## src/core/smbc_pkg.sv

```systemverilog
package smbc_pkg;
  // Bus address for each level of the address strap
  localparam logic [6:0] SMBC_ADDR_SEL0 = 7'h68;
  localparam logic [6:0] SMBC_ADDR_SEL1 = 7'h6A;

  // Configuration space offsets
  localparam logic [7:0] SMBC_OFS_GATE = 8'h00;
  localparam logic [7:0] SMBC_OFS_CTL = 8'h01;
  localparam logic [7:0] SMBC_OFS_EDGE = 8'h02;
  localparam logic [7:0] SMBC_OFS_COUNT = 8'h07;

  // Writable masks and reset values
  localparam logic [7:0] SMBC_GATE_MASK = 8'hDD;
  localparam logic [7:0] SMBC_GATE_RST = 8'hDD;
  localparam logic [7:0] SMBC_EDGE_MASK = 8'hDD;
  localparam logic [7:0] SMBC_EDGE_RST = 8'hDD;
  localparam logic [7:0] SMBC_CTL_MASK = 8'h3B;
  localparam logic [7:0] SMBC_CTL_RST = 8'h02;
  localparam logic [7:0] SMBC_CTL_RSV_ONES = 8'h04;
  localparam logic [7:0] SMBC_COUNT_MASK = 8'h1F;
  localparam logic [7:0] SMBC_COUNT_RST = 8'h08;

  // Field positions in the spread and amplitude byte
  localparam int SMBC_RB_LSB = 6;
  localparam int SMBC_SW_EN_POS = 5;
  localparam int SMBC_SW_SEL_LSB = 3;
  localparam int SMBC_AMP_LSB = 0;

  // Spread strap levels as reported in the readback field
  localparam logic [1:0] SMBC_STRAP_LOW = 2'h0;
  localparam logic [1:0] SMBC_STRAP_MID = 2'h1;
  localparam logic [1:0] SMBC_STRAP_HIGH = 2'h3;

  localparam logic [3:0] SMBC_BYTE_BITS = 4'h8;
  localparam int SMBC_FIFO_WIDTH = 16;
  localparam int SMBC_FIFO_DEPTH = 16;

  typedef enum logic [2:0] {
    PH_IDLE,
    PH_ADDR,
    PH_INDEX,
    PH_COUNT,
    PH_WDATA,
    PH_TX,
    PH_SKIP
  } smbc_phase_e;
endpackage

```

## src/core/smbc_cfg_if.sv

```systemverilog
`timescale 1ns/1ns
interface smbc_cfg_if;
  logic wr_valid;
  logic wr_ready;
  logic [7:0] wr_addr;
  logic [7:0] wr_data;
  logic rd_en;
  logic [7:0] rd_addr;
  logic [7:0] rd_data;
  logic [1:0] strap;
  logic [7:0] gate_byte;
  logic [7:0] ctl_byte;
  logic [7:0] edge_byte;

  modport regs (
    input wr_valid, wr_addr, wr_data, rd_en, rd_addr, strap,
    output wr_ready, rd_data, gate_byte, ctl_byte, edge_byte
  );
  modport core (
    output wr_valid, wr_addr, wr_data, rd_en, rd_addr, strap,
    input wr_ready, rd_data, gate_byte, ctl_byte, edge_byte
  );
endinterface

```

## src/core/smbc_top.sv

```systemverilog
// Overview of operation
// - After start and matching write address, the device acknowledges the address.
// - Next byte is the start index, acknowledged and used as first location.
// - In a write the byte count follows and is acknowledged before data.
// - Each data byte up to the count is stored at ascending locations and acknowledged singly.
// - Read: index written, repeated start, read address acknowledged by device.
// - Device sends the count byte first, then bytes from index onward.
// - Bus address comes from the address strap, latched once after reset.
// - Byte 0 holds output gate bits at 7,6,4,3,2,0, reset enabled.
// - A zero gate bit forces that output low, whatever its gate pin.
// - Byte 1 bits 7:6 read back the latched three-level spread strap.
// - Byte 1 bit 5 gives software control of spread; else strap governs.
// - Byte 1 bits 4:3 select spread off, -0.25%, reserved, -0.5%.
// - Byte 1 bits 1:0 select output amplitude, reset value binary 10.
// - Byte 2 holds per-output edge speed bits, one is fast, reset fast.
// - Byte 7 bits 4:0 set the read byte count, default eight.
`timescale 1ns/1ns
module smbc_top
  import smbc_pkg::*;
(
  input wire logic sys_clk_i,
  input wire logic reset_i,
  input wire logic scl_i,
  output logic scl_o,
  output logic scl_oe_o,
  input wire logic sda_i,
  output logic sda_o,
  output logic sda_oe_o,
  input wire logic addr_strap_i,
  input wire logic [1:0] spread_strap_i,
  input wire logic [5:0] out_gate_n_i,
  output logic [5:0] diff_out_en_o,
  output logic [1:0] spread_mode_o,
  output logic [1:0] amplitude_o,
  output logic [5:0] edge_fast_o
);
  typedef struct packed {
    smbc_phase_e ph;
    logic [3:0] bitn;
    logic ackslot;
    logic pend;
    logic tx;
    logic host_ack;
    logic [7:0] sh;
    logic [7:0] idx;
    logic [7:0] left;
    logic scl_p;
    logic sda_p;
    logic sda_oe;
    logic scl_oe;
    logic strap_done;
    logic addr_sel;
    logic [1:0] strap;
    logic [5:0] gate;
    logic [1:0] spread;
    logic [1:0] amp;
    logic [5:0] edge_fast;
  } smbc_top_s;

  // Picks the six per-output bits out of a gate or edge byte
  function automatic logic [5:0] smbc_pick6(input logic [7:0] b);
    smbc_pick6 = {b[7], b[6], b[4], b[3], b[2], b[0]};
  endfunction

  smbc_top_s q, d;
  smbc_cfg_if cfg ();

  logic rise, fall, start_c, stop_c;
  logic push_v;
  logic fifo_in_ready, fifo_out_valid;
  logic [SMBC_FIFO_WIDTH-1:0] fifo_out_data;
  logic load_req, load_count;
  logic [7:0] rd_addr_c;
  logic rd_en_c;

  smbc_fifo #(
    .WIDTH(SMBC_FIFO_WIDTH),
    .DEPTH(SMBC_FIFO_DEPTH)
  ) u_fifo (
    .clk_i(sys_clk_i),
    .reset_i(reset_i),
    .in_valid_i(push_v),
    .in_ready_o(fifo_in_ready),
    .in_data_i({q.idx, q.sh}),
    .out_valid_o(fifo_out_valid),
    .out_ready_i(cfg.wr_ready),
    .out_data_o(fifo_out_data)
  );

  smbc_cfg_regs u_regs (
    .clk_i(sys_clk_i),
    .reset_i(reset_i),
    .cfg(cfg.regs)
  );

  assign cfg.wr_valid = fifo_out_valid;
  assign cfg.wr_addr = fifo_out_data[15:8];
  assign cfg.wr_data = fifo_out_data[7:0];
  assign cfg.rd_en = rd_en_c;
  assign cfg.rd_addr = rd_addr_c;
  assign cfg.strap = q.strap;

  always_comb begin
    d = q;
    push_v = 1'b0;
    load_req = 1'b0;
    load_count = 1'b0;
    rd_en_c = 1'b0;
    rd_addr_c = q.idx;
    rise = !q.scl_p && scl_i;
    fall = (q.scl_p && !scl_i) || q.pend;
    start_c = q.scl_p && scl_i && q.sda_p && !sda_i;
    stop_c = q.scl_p && scl_i && !q.sda_p && sda_i;
    d.scl_p = scl_i;
    d.sda_p = sda_i;

    if (!q.strap_done) begin
      d.strap_done = 1'b1;
      d.addr_sel = addr_strap_i;
      d.strap = spread_strap_i;
    end else if (start_c || stop_c) begin
      d.ph = start_c ? PH_ADDR : PH_IDLE;
      d.bitn = '0;
      d.ackslot = 1'b0;
      d.tx = 1'b0;
      d.pend = 1'b0;
      d.sda_oe = 1'b0;
      d.scl_oe = 1'b0;
    end else if (q.ph == PH_IDLE || q.ph == PH_SKIP) begin
      d.sda_oe = 1'b0;
    end else if (rise) begin
      if (q.bitn != SMBC_BYTE_BITS) begin
        d.bitn = q.bitn + 1'b1;
        if (!q.tx) begin
          d.sh = {q.sh[6:0], sda_i};
        end
      end else if (q.tx && q.ackslot) begin
        d.host_ack = !sda_i;
      end
    end else if (fall) begin
      d.pend = 1'b0;
      d.scl_oe = 1'b0;
      if (q.bitn != SMBC_BYTE_BITS) begin
        if (q.tx && q.bitn != '0) begin
          d.sh = {q.sh[6:0], 1'b0};
          d.sda_oe = !q.sh[6];
        end
      end else if (!q.ackslot) begin
        d.ackslot = 1'b1;
        if (q.tx) begin
          d.sda_oe = 1'b0;
        end else begin
          case (q.ph)
            PH_ADDR: begin
              if (q.sh[7:1] == (q.addr_sel ? SMBC_ADDR_SEL1 : SMBC_ADDR_SEL0)) begin
                d.sda_oe = 1'b1;
              end else begin
                d.ph = PH_SKIP;
              end
            end
            PH_INDEX: begin
              d.idx = q.sh;
              d.sda_oe = 1'b1;
            end
            PH_COUNT: begin
              d.left = q.sh;
              d.sda_oe = 1'b1;
            end
            PH_WDATA: begin
              if (q.left == 8'h00) begin
                d.ph = PH_SKIP;
              end else begin
                push_v = 1'b1;
                if (fifo_in_ready) begin
                  d.sda_oe = 1'b1;
                  d.left = q.left - 1'b1;
                  d.idx = q.idx + 1'b1;
                end else begin
                  d.ackslot = 1'b0;
                  d.pend = 1'b1;
                  d.scl_oe = 1'b1;
                end
              end
            end
            default: begin
              d.ph = PH_SKIP;
            end
          endcase
        end
      end else begin
        d.ackslot = 1'b0;
        d.bitn = '0;
        d.sda_oe = 1'b0;
        case (q.ph)
          PH_ADDR: begin
            if (q.sh[0]) begin
              load_req = 1'b1;
              load_count = 1'b1;
            end else begin
              d.ph = PH_INDEX;
            end
          end
          PH_INDEX: begin
            d.ph = PH_COUNT;
          end
          PH_COUNT: begin
            d.ph = PH_WDATA;
          end
          PH_TX: begin
            if (q.host_ack) begin
              load_req = 1'b1;
            end else begin
              d.ph = PH_SKIP;
            end
          end
          default: begin
          end
        endcase
      end
    end

    // Reads wait until every written byte has reached the registers
    if (load_req) begin
      if (fifo_out_valid) begin
        d.ackslot = 1'b1;
        d.bitn = q.bitn;
        d.pend = 1'b1;
        d.scl_oe = 1'b1;
      end else begin
        rd_en_c = 1'b1;
        rd_addr_c = load_count ? SMBC_OFS_COUNT : q.idx;
        d.sh = cfg.rd_data;
        d.sda_oe = !cfg.rd_data[7];
        d.tx = 1'b1;
        d.ph = PH_TX;
        if (!load_count) begin
          d.idx = q.idx + 1'b1;
        end
      end
    end

    d.gate = smbc_pick6(cfg.gate_byte) & ~out_gate_n_i;
    d.spread = cfg.ctl_byte[SMBC_SW_EN_POS] ? cfg.ctl_byte[SMBC_SW_SEL_LSB +: 2] : q.strap;
    d.amp = cfg.ctl_byte[SMBC_AMP_LSB +: 2];
    d.edge_fast = smbc_pick6(cfg.edge_byte);
  end

  always_ff @(posedge sys_clk_i or posedge reset_i) begin
    if (reset_i) begin
      q <= '0;
      q.ph <= PH_IDLE;
      q.scl_p <= 1'b1;
      q.sda_p <= 1'b1;
    end else begin
      q <= d;
    end
  end

  assign scl_o = 1'b0;
  assign sda_o = 1'b0;
  assign scl_oe_o = q.scl_oe;
  assign sda_oe_o = q.sda_oe;
  assign diff_out_en_o = q.gate;
  assign spread_mode_o = q.spread;
  assign amplitude_o = q.amp;
  assign edge_fast_o = q.edge_fast;
endmodule // smbc_top

```

## src/core/smbc_fifo.sv

```systemverilog
`timescale 1ns/1ns
module smbc_fifo #(
  parameter int WIDTH = 16,
  parameter int DEPTH = 16
) (
  input wire logic clk_i,
  input wire logic reset_i,
  input wire logic in_valid_i,
  output logic in_ready_o,
  input wire logic [WIDTH-1:0] in_data_i,
  output logic out_valid_o,
  input wire logic out_ready_i,
  output logic [WIDTH-1:0] out_data_o
);
  localparam int PW = $clog2(DEPTH);
  localparam int CW = $clog2(DEPTH + 1);
  localparam logic [CW-1:0] FULL = CW'(DEPTH);

  typedef struct packed {
    logic [DEPTH-1:0][WIDTH-1:0] mem;
    logic [PW-1:0] wp;
    logic [PW-1:0] rp;
    logic [CW-1:0] cnt;
  } smbc_fifo_s;

  smbc_fifo_s q, d;
  logic push, pop;

  always_comb begin
    d = q;
    push = in_valid_i && (q.cnt != FULL);
    pop = out_ready_i && (q.cnt != '0);
    if (push) begin
      d.mem[q.wp] = in_data_i;
      d.wp = q.wp + 1'b1;
    end
    if (pop) begin
      d.rp = q.rp + 1'b1;
    end
    if (push && !pop) begin
      d.cnt = q.cnt + 1'b1;
    end else if (pop && !push) begin
      d.cnt = q.cnt - 1'b1;
    end
  end

  always_ff @(posedge clk_i or posedge reset_i) begin
    if (reset_i) begin
      q <= '0;
    end else begin
      q <= d;
    end
  end

  assign in_ready_o = (q.cnt != FULL);
  assign out_valid_o = (q.cnt != '0);
  assign out_data_o = q.mem[q.rp];
endmodule // smbc_fifo

```

## src/core/smbc_cfg_regs.sv

```systemverilog
`timescale 1ns/1ns
module smbc_cfg_regs
  import smbc_pkg::*;
(
  input wire logic clk_i,
  input wire logic reset_i,
  smbc_cfg_if.regs cfg
);
  typedef struct packed {
    logic [7:0] gate;
    logic [7:0] ctl;
    logic [7:0] edge_sel;
    logic [7:0] count;
  } smbc_regs_s;

  smbc_regs_s q, d;
  logic wr;

  always_comb begin
    d = q;
    // Reads have priority, writes wait a cycle
    wr = cfg.wr_valid && !cfg.rd_en;
    if (wr) begin
      if (cfg.wr_addr == SMBC_OFS_GATE) begin
        d.gate = cfg.wr_data & SMBC_GATE_MASK;
      end else if (cfg.wr_addr == SMBC_OFS_CTL) begin
        d.ctl = cfg.wr_data & SMBC_CTL_MASK;
      end else if (cfg.wr_addr == SMBC_OFS_EDGE) begin
        d.edge_sel = cfg.wr_data & SMBC_EDGE_MASK;
      end else if (cfg.wr_addr == SMBC_OFS_COUNT) begin
        d.count = cfg.wr_data & SMBC_COUNT_MASK;
      end
    end
  end

  always_comb begin
    if (cfg.rd_addr == SMBC_OFS_GATE) begin
      cfg.rd_data = q.gate;
    end else if (cfg.rd_addr == SMBC_OFS_CTL) begin
      cfg.rd_data = q.ctl | SMBC_CTL_RSV_ONES | ({6'h00, cfg.strap} << SMBC_RB_LSB);
    end else if (cfg.rd_addr == SMBC_OFS_EDGE) begin
      cfg.rd_data = q.edge_sel;
    end else if (cfg.rd_addr == SMBC_OFS_COUNT) begin
      cfg.rd_data = q.count;
    end else begin
      cfg.rd_data = 8'h00;
    end
  end

  always_ff @(posedge clk_i or posedge reset_i) begin
    if (reset_i) begin
      q.gate <= SMBC_GATE_RST;
      q.ctl <= SMBC_CTL_RST;
      q.edge_sel <= SMBC_EDGE_RST;
      q.count <= SMBC_COUNT_RST;
    end else begin
      q <= d;
    end
  end

  assign cfg.wr_ready = !cfg.rd_en;
  assign cfg.gate_byte = q.gate;
  assign cfg.ctl_byte = q.ctl;
  assign cfg.edge_byte = q.edge_sel;
endmodule // smbc_cfg_regs

```

## config.mk

```make
export PLATFORM = sky130hd
export DESIGN_NAME = smbc_top
export DESIGN_NICKNAME = d
export VERILOG_FILES = /design/src/core/smbc_pkg.sv /design/src/core/smbc_cfg_if.sv /design/src/core/smbc_top.sv /design/src/core/smbc_fifo.sv /design/src/core/smbc_cfg_regs.sv
export SDC_FILE = /design/constraint.sdc
export NUM_CORES = 1
export LEC_CHECK = 0
export BUFFER_PORTS_ARGS = -buffer_cell sky130_fd_sc_hd__buf_2
export CAP_MARGIN = 40
export CORE_MARGIN = 5
export CORE_UTILIZATION = 27
export DETAILED_ROUTE_END_ITERATION = 8
export RECOVER_POWER = 25
export SYNTH_ARGS = -nofsm -noshare
export SYNTH_HDL_FRONTEND = slang
export SYNTH_SLANG_ARGS = --single-unit
```

## constraint.sdc

```tcl
create_clock -name sys_clk_i -period 10.9 [get_ports sys_clk_i]
set_clock_uncertainty 0.2 [all_clocks]
set_input_delay 1.09 -clock sys_clk_i [delete_from_list [all_inputs] [get_ports sys_clk_i]]
set_output_delay 1.09 -clock sys_clk_i [all_outputs]
set_load 0.05 [all_outputs]
```

* Word level (Yosys, flattened, before mapping)
Cells that the tools add are included.
Storage, ports and cells: input bits 13, output and inout bits 20, flip-flop bits (word level) 350, logic and storage cells 244
Cells by class: muxes and demuxes 120, order comparisons 3, add/sub/neg operators 7, equality and inequality tests 18, reductions and logical operators 41, bitwise gates (word level) 12
Operators with widths (number):
- 256-bit bitwise mux | 1
- 16-bit 2-to-1 mux | 10
- 8-bit 2-to-1 mux | 12
- 16-bit binary-select mux with 4-bit select | 1
- 16-bit demux with 4-bit select | 1
- 1-bit 2-to-1 mux | 52
- 25-bit 2-to-1 mux | 2
- 9-bit 2-to-1 mux | 4
- 35-bit 2-to-1 mux | 1
- 8-bit case mux with 2 select lines | 2
- 2-bit 2-to-1 mux | 13
- 8-bit zero test | 3
- 24-bit 2-to-1 mux | 1
- 3-bit 2-to-1 mux | 8
- 8-bit by 1-bit == test with 1-bit output, second input constant | 2
- 8-bit by 2-bit == test with 1-bit output, second input constant | 2
- 8-bit by 3-bit == test with 1-bit output, second input constant | 2
- 5-bit 2-to-1 mux | 3
- 1-bit logical AND | 14
- 4-bit by 1-bit adder with 4-bit output, second input constant | 3
- 4-bit 2-to-1 mux | 3
- 3-bit case mux with 4 select lines | 1
- 11-bit AND reduction | 1
- 4-bit by 5-bit < comparator with 1-bit output, second input constant | 2
- other kinds (33) | 57

* Longest topological paths before layout
depth in word-level cells 20, gate-level depth with buffers 15, mapped depth without buffers 15

* Cells and area by module
Synthesis repeated with hierarchy kept, for this count alone.
Second synthesis, totals: cell total of the unflattened synthesis 1341, area total of the unflattened synthesis 17650.7 µm²
By module, submodules not included:
- smbc_fifo | area each 12728.5 µm², times used 1, cells each 839, seq. area each 6731.5 µm²
- smbc_top | area each 3565.9 µm², times used 1, cells each 381, seq. area each 1478.9 µm²
- smbc_cfg_regs | area each 1356.3 µm², times used 1, cells each 121, seq. area each 568.0 µm²

* Worst setup path after synthesis
Ideal clock, no wire load.
path kind input-to-reg, from input sda_i, to register u_fifo.q[4] in the netlist's numbering, library setup time 0.125 ns, path buffers 1, arrival time 3.630 ns, setup slack 6.944 ns, required time 10.575 ns, cell stages on the path 14, cell sequence xnor2_1 > or2_2 > clkbuf_1 > nor3b_1 > nand2_1 > nor2_1 > ha_1 > inv_1 > ha_1 > a21o_1 > a21oi_1 > xnor2_1 > nor2_1 > xor2_1
On the way: elaborated cells on any way between the ends 18, classes of those cells 6 x mux; 12 x reduce/logical
RTL lines:
- start: declaration | line smbc_top.sv:26 | input wire logic sda_i,
- 1-bit zero test | line smbc_top.sv:112 | start_c = q.scl_p && scl_i && q.sda_p && !sda_i;
- 1-bit logical AND | line smbc_top.sv:112
- 1-bit logical OR (*) | line smbc_top.sv:121 | end else if (start_c || stop_c) begin
- 1-bit 2-to-1 mux (*) | line smbc_top.sv:121
- 1-bit 2-to-1 mux (*) | line smbc_top.sv:117 | if (!q.strap_done) begin
- 1-bit logical AND (*) | line smbc_fifo.sv:31 | push = in_valid_i && (q.cnt != FULL);
- via u_fifo.push | line smbc_fifo.sv:27 | logic push, pop;
- 1-bit zero test | line smbc_fifo.sv:42 | end else if (pop && !push) begin
- 1-bit logical AND | line smbc_fifo.sv:42
- 2-bit nonzero test (no source line)
- end signal: assignment | line smbc_fifo.sv:49 | q <= '0;
- end signal: assignment | line smbc_fifo.sv:51 | q <= d;
- end: declaration | line smbc_fifo.sv:26 | smbc_fifo_s q, d;
Mark *: on every way through the listed nets, which the timed path passes. The rest lies on a longest branch. A chain may end at the register's enable or synchronous reset.

* Worst setup path in the final report
from register u_fifo.q[5] in the netlist's numbering, to register u_regs.q (netlist bit u_regs.cfg.edge_byte[7])
On the way: longest elaborated chain between the ends 5, elaborated cells on any way between the ends 8, classes of those cells 2 x eq/ne; 2 x mux; 2 x bitwise; 2 x reduce/logical
RTL lines:
- 16-bit binary-select mux with 4-bit select (*) | line smbc_fifo.sv:57 | assign out_data_o = q.mem[q.rp];
- 16-bit 2-to-1 mux (not written as such) (*) | line smbc_fifo.sv:57
- 8-bit by 1-bit == test with 1-bit output or 8-bit zero test (tied branches) | line smbc_cfg_regs.sv:26, smbc_cfg_regs.sv:24
- 1-bit NOT (no source line)
- 4-bit AND reduction (no source line)
- end: declaration | line smbc_cfg_regs.sv:16 | smbc_regs_s q, d;
Every way passes the cells marked *; elsewhere a longest branch is shown, timed or not. The select of a mux whose other input is x is not followed.

==> run summary <==
By area, the combinational part of the netlist is dominated by multiplexers. The data required time of the worst path came out at approximately 11 ns. CTS placed an instance of sky130_fd_sc_hd__clkbuf_16 at the clock tree root. The worst-case setup margin in the final layout is around 4.6 ns. By area the synthesized netlist is led by sky130_fd_sc_hd__dfrtp_1 (51%), sky130_fd_sc_hd__mux2_2 (18%), sky130_fd_sc_hd__mux4_2 (7.7%). The fraction of registers with async set or reset after synthesis is 100%. The share of layout cells above drive strength 1 came out at between 30% and 40%. The number of max-capacitance violations reported came out at 2. Of all cell types, the one taking the most synthesized area is sky130_fd_sc_hd__dfrtp_1. Setup repair after global routing left no endpoint under its margin. The number of global-route vias before repair is roughly 10000. The portion of the post-synthesis area used by sequential elements is 53.4%. The TritonCTS buffer count is 40. The largest individual stage delay along the critical path comes from the cell sky130_fd_sc_hd__clkbuf_1.

The worst setup path is of the flop to flop kind. The final reports fail on capacitance limit, slew limit. The number of sinks on the clock net came out at 350.

The fraction of the mapped netlist area in simple logic gates is 7.45%. The critical path goes through clkbuf_1 > o21ai_0 > and3_1 > nor4_1 > a32oi_2 > nor3_4 > mux2_4. The analysis attributes to cell leakage a power of 8.61 nW.

IR analysis of the VDD net gives a maximum drop of 91.0 µV. The clock input transition at the sequential cells of the worst setup and hold paths is ~0.060 ns. The fill cell instance count of the final layout came out at approximately 6000. The maximum fanout count along the critical path came out at 40.

The routed length per instance is 19.1 µm. The number of setup buffers added after CTS is 0. Static timing analysis puts the maximum clock frequency at 0.158 GHz. The wire length of the first global-routing pass is 61.8 mm. The worst hold-check path type is flop to flop. The count of buffers inserted at the top-level ports is 30.

The die is ~260 µm wide. After clock tree synthesis, the repair step resized 0 gates. Among all flip-flop cells after synthesis, the most frequent one is sky130_fd_sc_hd__dfrtp_1. The net count reported at finish came out at 1248. The count of nets left with antenna violations once routing finished came out at 0.

For the worst setup path, the data arrival time is 6.61 ns. For this design the top-level I/O count stands at 33. The pin slew with the least headroom to its limit is 3.30 ns. Synthesis inferred 350 register bits. Global routing finished with a remaining overflow of 0. The critical path's top delay family is buffers and inverters. The via density per instance came out at just under 5. For the worst flop-to-flop path, the logic depth is 7.

The sum of routed wire length over all layers is between 30 and 40 mm. The number of max-slew violations in the final report is just over 100. The maximum number of pins on one net before global-route repair is 183. The area of the die is 0.0659 mm². The starting utilization of the core area is 27.2%. The element type at the critical path start is a flop. No sink is reached through more buffers than the 3 on the longest clock path.

Hold repair after CTS inserted 0 buffers. The share of synthesized cell area in full adder, half adder and majority cells came out at 1.11%. sky130_fd_sc_hd__dfrtp_1 is the most common cell in the netlist. The height of the die is 257 µm. Before CTS, the worst setup slack after placement is 6.43 ns. The violation count after the first detailed-routing iteration is 806. The run finished, with violations left. The first-pass detailed-route iteration total came out at 5. The mux share of post-synthesis cell area is 27.2%. In this run, distinct cell masters in the synthesized netlist total 70.

The count of flip-flops with a built-in enable after synthesis came out at 0. By count the netlist is led by sky130_fd_sc_hd__dfrtp_1 (334), sky130_fd_sc_hd__mux2_2 (266), sky130_fd_sc_hd__nand2_1 (69). For this design the ratio of total power to cell area is 148 mW/mm². The count of cells along the worst hold path came out at 0. The xor and xnor fraction of the mapped netlist area is about 1%.

The synthesized cell area came out at 0.0164 mm². The number of rows in the core area is 90. Counting both buffers and inverters, the worst setup path holds a total of 1.

The total global routing track utilization came out at 11.7%. Setup violations remaining at the end of the flow were counted as 0. The area added between synthesis and finish came out at 12.9%. Headroom to the max-slew limit came out at -120%. The total inserted antenna cells is 0. The ratio of final minimum period to clock period came out at 58.2%. The TritonCTS clock tree is built. The largest single stage delay on the critical path is between 2 and 2.5 ns. The HPWL after detailed placement came out at 24.0 mm.

The smallest clock period supported by the final layout is computed as between 6 and 7 ns. The logic depth of the worst setup path including buffers came out at 7. Synthesis produced 1242 cells. The DRC violation count after routing is 0. Each instance of the synthesized netlist takes up on average 13.2 µm². STA classifies the critical path endpoint as a flop. The synthesized-area fraction occupied by ao, oa, aoi and oai cells is 6.09%. The CTS H-tree depth came out at 2. The region available for standard cell placement spans 0.0604 mm². The utilization after layout is 30.8%.

For the final routed database, the setup TNS stands at 0 ns. The routed layout has about 10000 vias. The clock insertion delay at the later pin of the skew report came out at 0.54 ns. The number of failing hold endpoints at the final stage was 0. The warning count from the yosys run came out at 0. The placer's final routability congestion estimate is around 0.83. The initial antenna violation count is 0. After synthesis, the largest area contributor takes up 50.8% of total cell area.
## layer usage
layer | part of all wire (%) | track usage, % | up-vias | wire length [µm]
met2 | 47 | 19.0 | 230 | 18400
met4 | 2.1 | 2.98 | 0 | 795
met1 | 46 | 16.2 | 5211 | 17800
met3 | 4.5 | 2.14 | 68 | 1730
li1 | - | - | 4471 | -
met5 | 0 | 0 | - | 0
## state kept, by name, indices dropped and copies added (netlist names)
signal / cells
u_regs.cfg.ctl_byte: 5
u_regs.cfg.edge_byte: 6
q: 39
diff_out_en_o: 6
edge_fast_o: 6
scl_oe_o: 1
amplitude_o: 2
sda_oe_o: 1
u_regs.cfg.gate_byte: 6
cfg.strap: 2
u_fifo.q: 269
u_regs.q: 5
spread_mode_o: 2
## path summary, 6_finish.rpt
check                                                         start                                   to  slack [ns]
min in group asynchronous                                   reset_i             u_fifo.q[36]$_DFFE_PP0P_        0.66
max in group asynchronous                                   reset_i              u_fifo.q[6]$_DFFE_PP0P_        6.03
worst min-delay path            u_regs.cfg.edge_byte[3]$_DFFE_PP1P_             edge_fast_o[2]$_DFF_PP0_        0.22
worst min register to register  u_regs.cfg.edge_byte[3]$_DFFE_PP1P_             edge_fast_o[2]$_DFF_PP0_        0.22
worst max-delay path                        u_fifo.q[5]$_DFFE_PP0P_  u_regs.cfg.edge_byte[7]$_DFFE_PP1P_        4.55
worst max register to register              u_fifo.q[5]$_DFFE_PP0P_  u_regs.cfg.edge_byte[7]$_DFFE_PP1P_        4.55
## where the power goes
| part | switching (W) | internal, W | total [W] |
|---|---|---|---|
| sequential | 0.0000136 | 0.00131 | 0.00132 |
| clock | 0.000538 | 0.000830 | 0.00137 |
| combinational | 0.0000435 | 0.0000133 | 0.0000568 |
| total | 0.000595 | 0.00215 | 0.00274 |
## through the flow
stage | cell area (µm²) | hold WS (ns) | cells | total power, W
floorplan | 16500 | 0.171 | 1243 | 0.00138
global route | 18600 | 0.237 | 2034 | 0.00284
global placement | 17100 | 0.200 | 1957 | 0.00140
CTS | 18600 | 0.207 | 2034 | 0.00278
detailed placement | 17200 | 0.202 | 1961 | 0.00140
finish | 18600 | 0.224 | 2034 | 0.00274
## cell families (layout without fill, tap and decap cells)
family          count (synthesis)  count (layout)
xor+xnor                       19              19
fa+ha+maj                      14              14
flops                         350             350
compound gates                162             162
buf+inv                       130             139
simple gates                  224             224
mux                           341             341
other cells                     2               3
## cell type report
class                      count  area, µm²  share of cell area (%)
tap                          782        978                    5.27
clock inverter                13        140                   0.755
timing repair buffer          44        298                    1.60
multi-input combinational    763       7060                    38.0
inverter                      22       83.8                   0.451
clock buffer                  60       1230                    6.62
sequential                   350       8780                    47.3
## cell usage in the layout (no fill, tap or decap), types with 16 or more instances in the layout
cell                        synthesis  final
sky130_fd_sc_hd__o21ai_0           65     65
sky130_fd_sc_hd__mux2_2           266    266
sky130_fd_sc_hd__a21oi_1           33     33
sky130_fd_sc_hd__inv_1             21     20
sky130_fd_sc_hd__dfrtp_1          334    333
sky130_fd_sc_hd__clkbuf_1          51     23
sky130_fd_sc_hd__buf_2             32     16
sky130_fd_sc_hd__nand2_1           69     69
sky130_fd_sc_hd__nor2_1            37     37
sky130_fd_sc_hd__mux4_2            56     56
sky130_fd_sc_hd__clkbuf_16          0     42
## worst register-to-register path: cells and delay by family (launching register included)
kind | cells | cell delay [ns]
and+or+nand+nor | 3 | 1.40
AOI/OAI and AO/OA | 2 | 0.66
buffers and inverters | 1 | 2.40
muxes | 1 | 0.35
DFF | 1 | 1.28
Note: power is estimated with default switching activity, not from simulation.
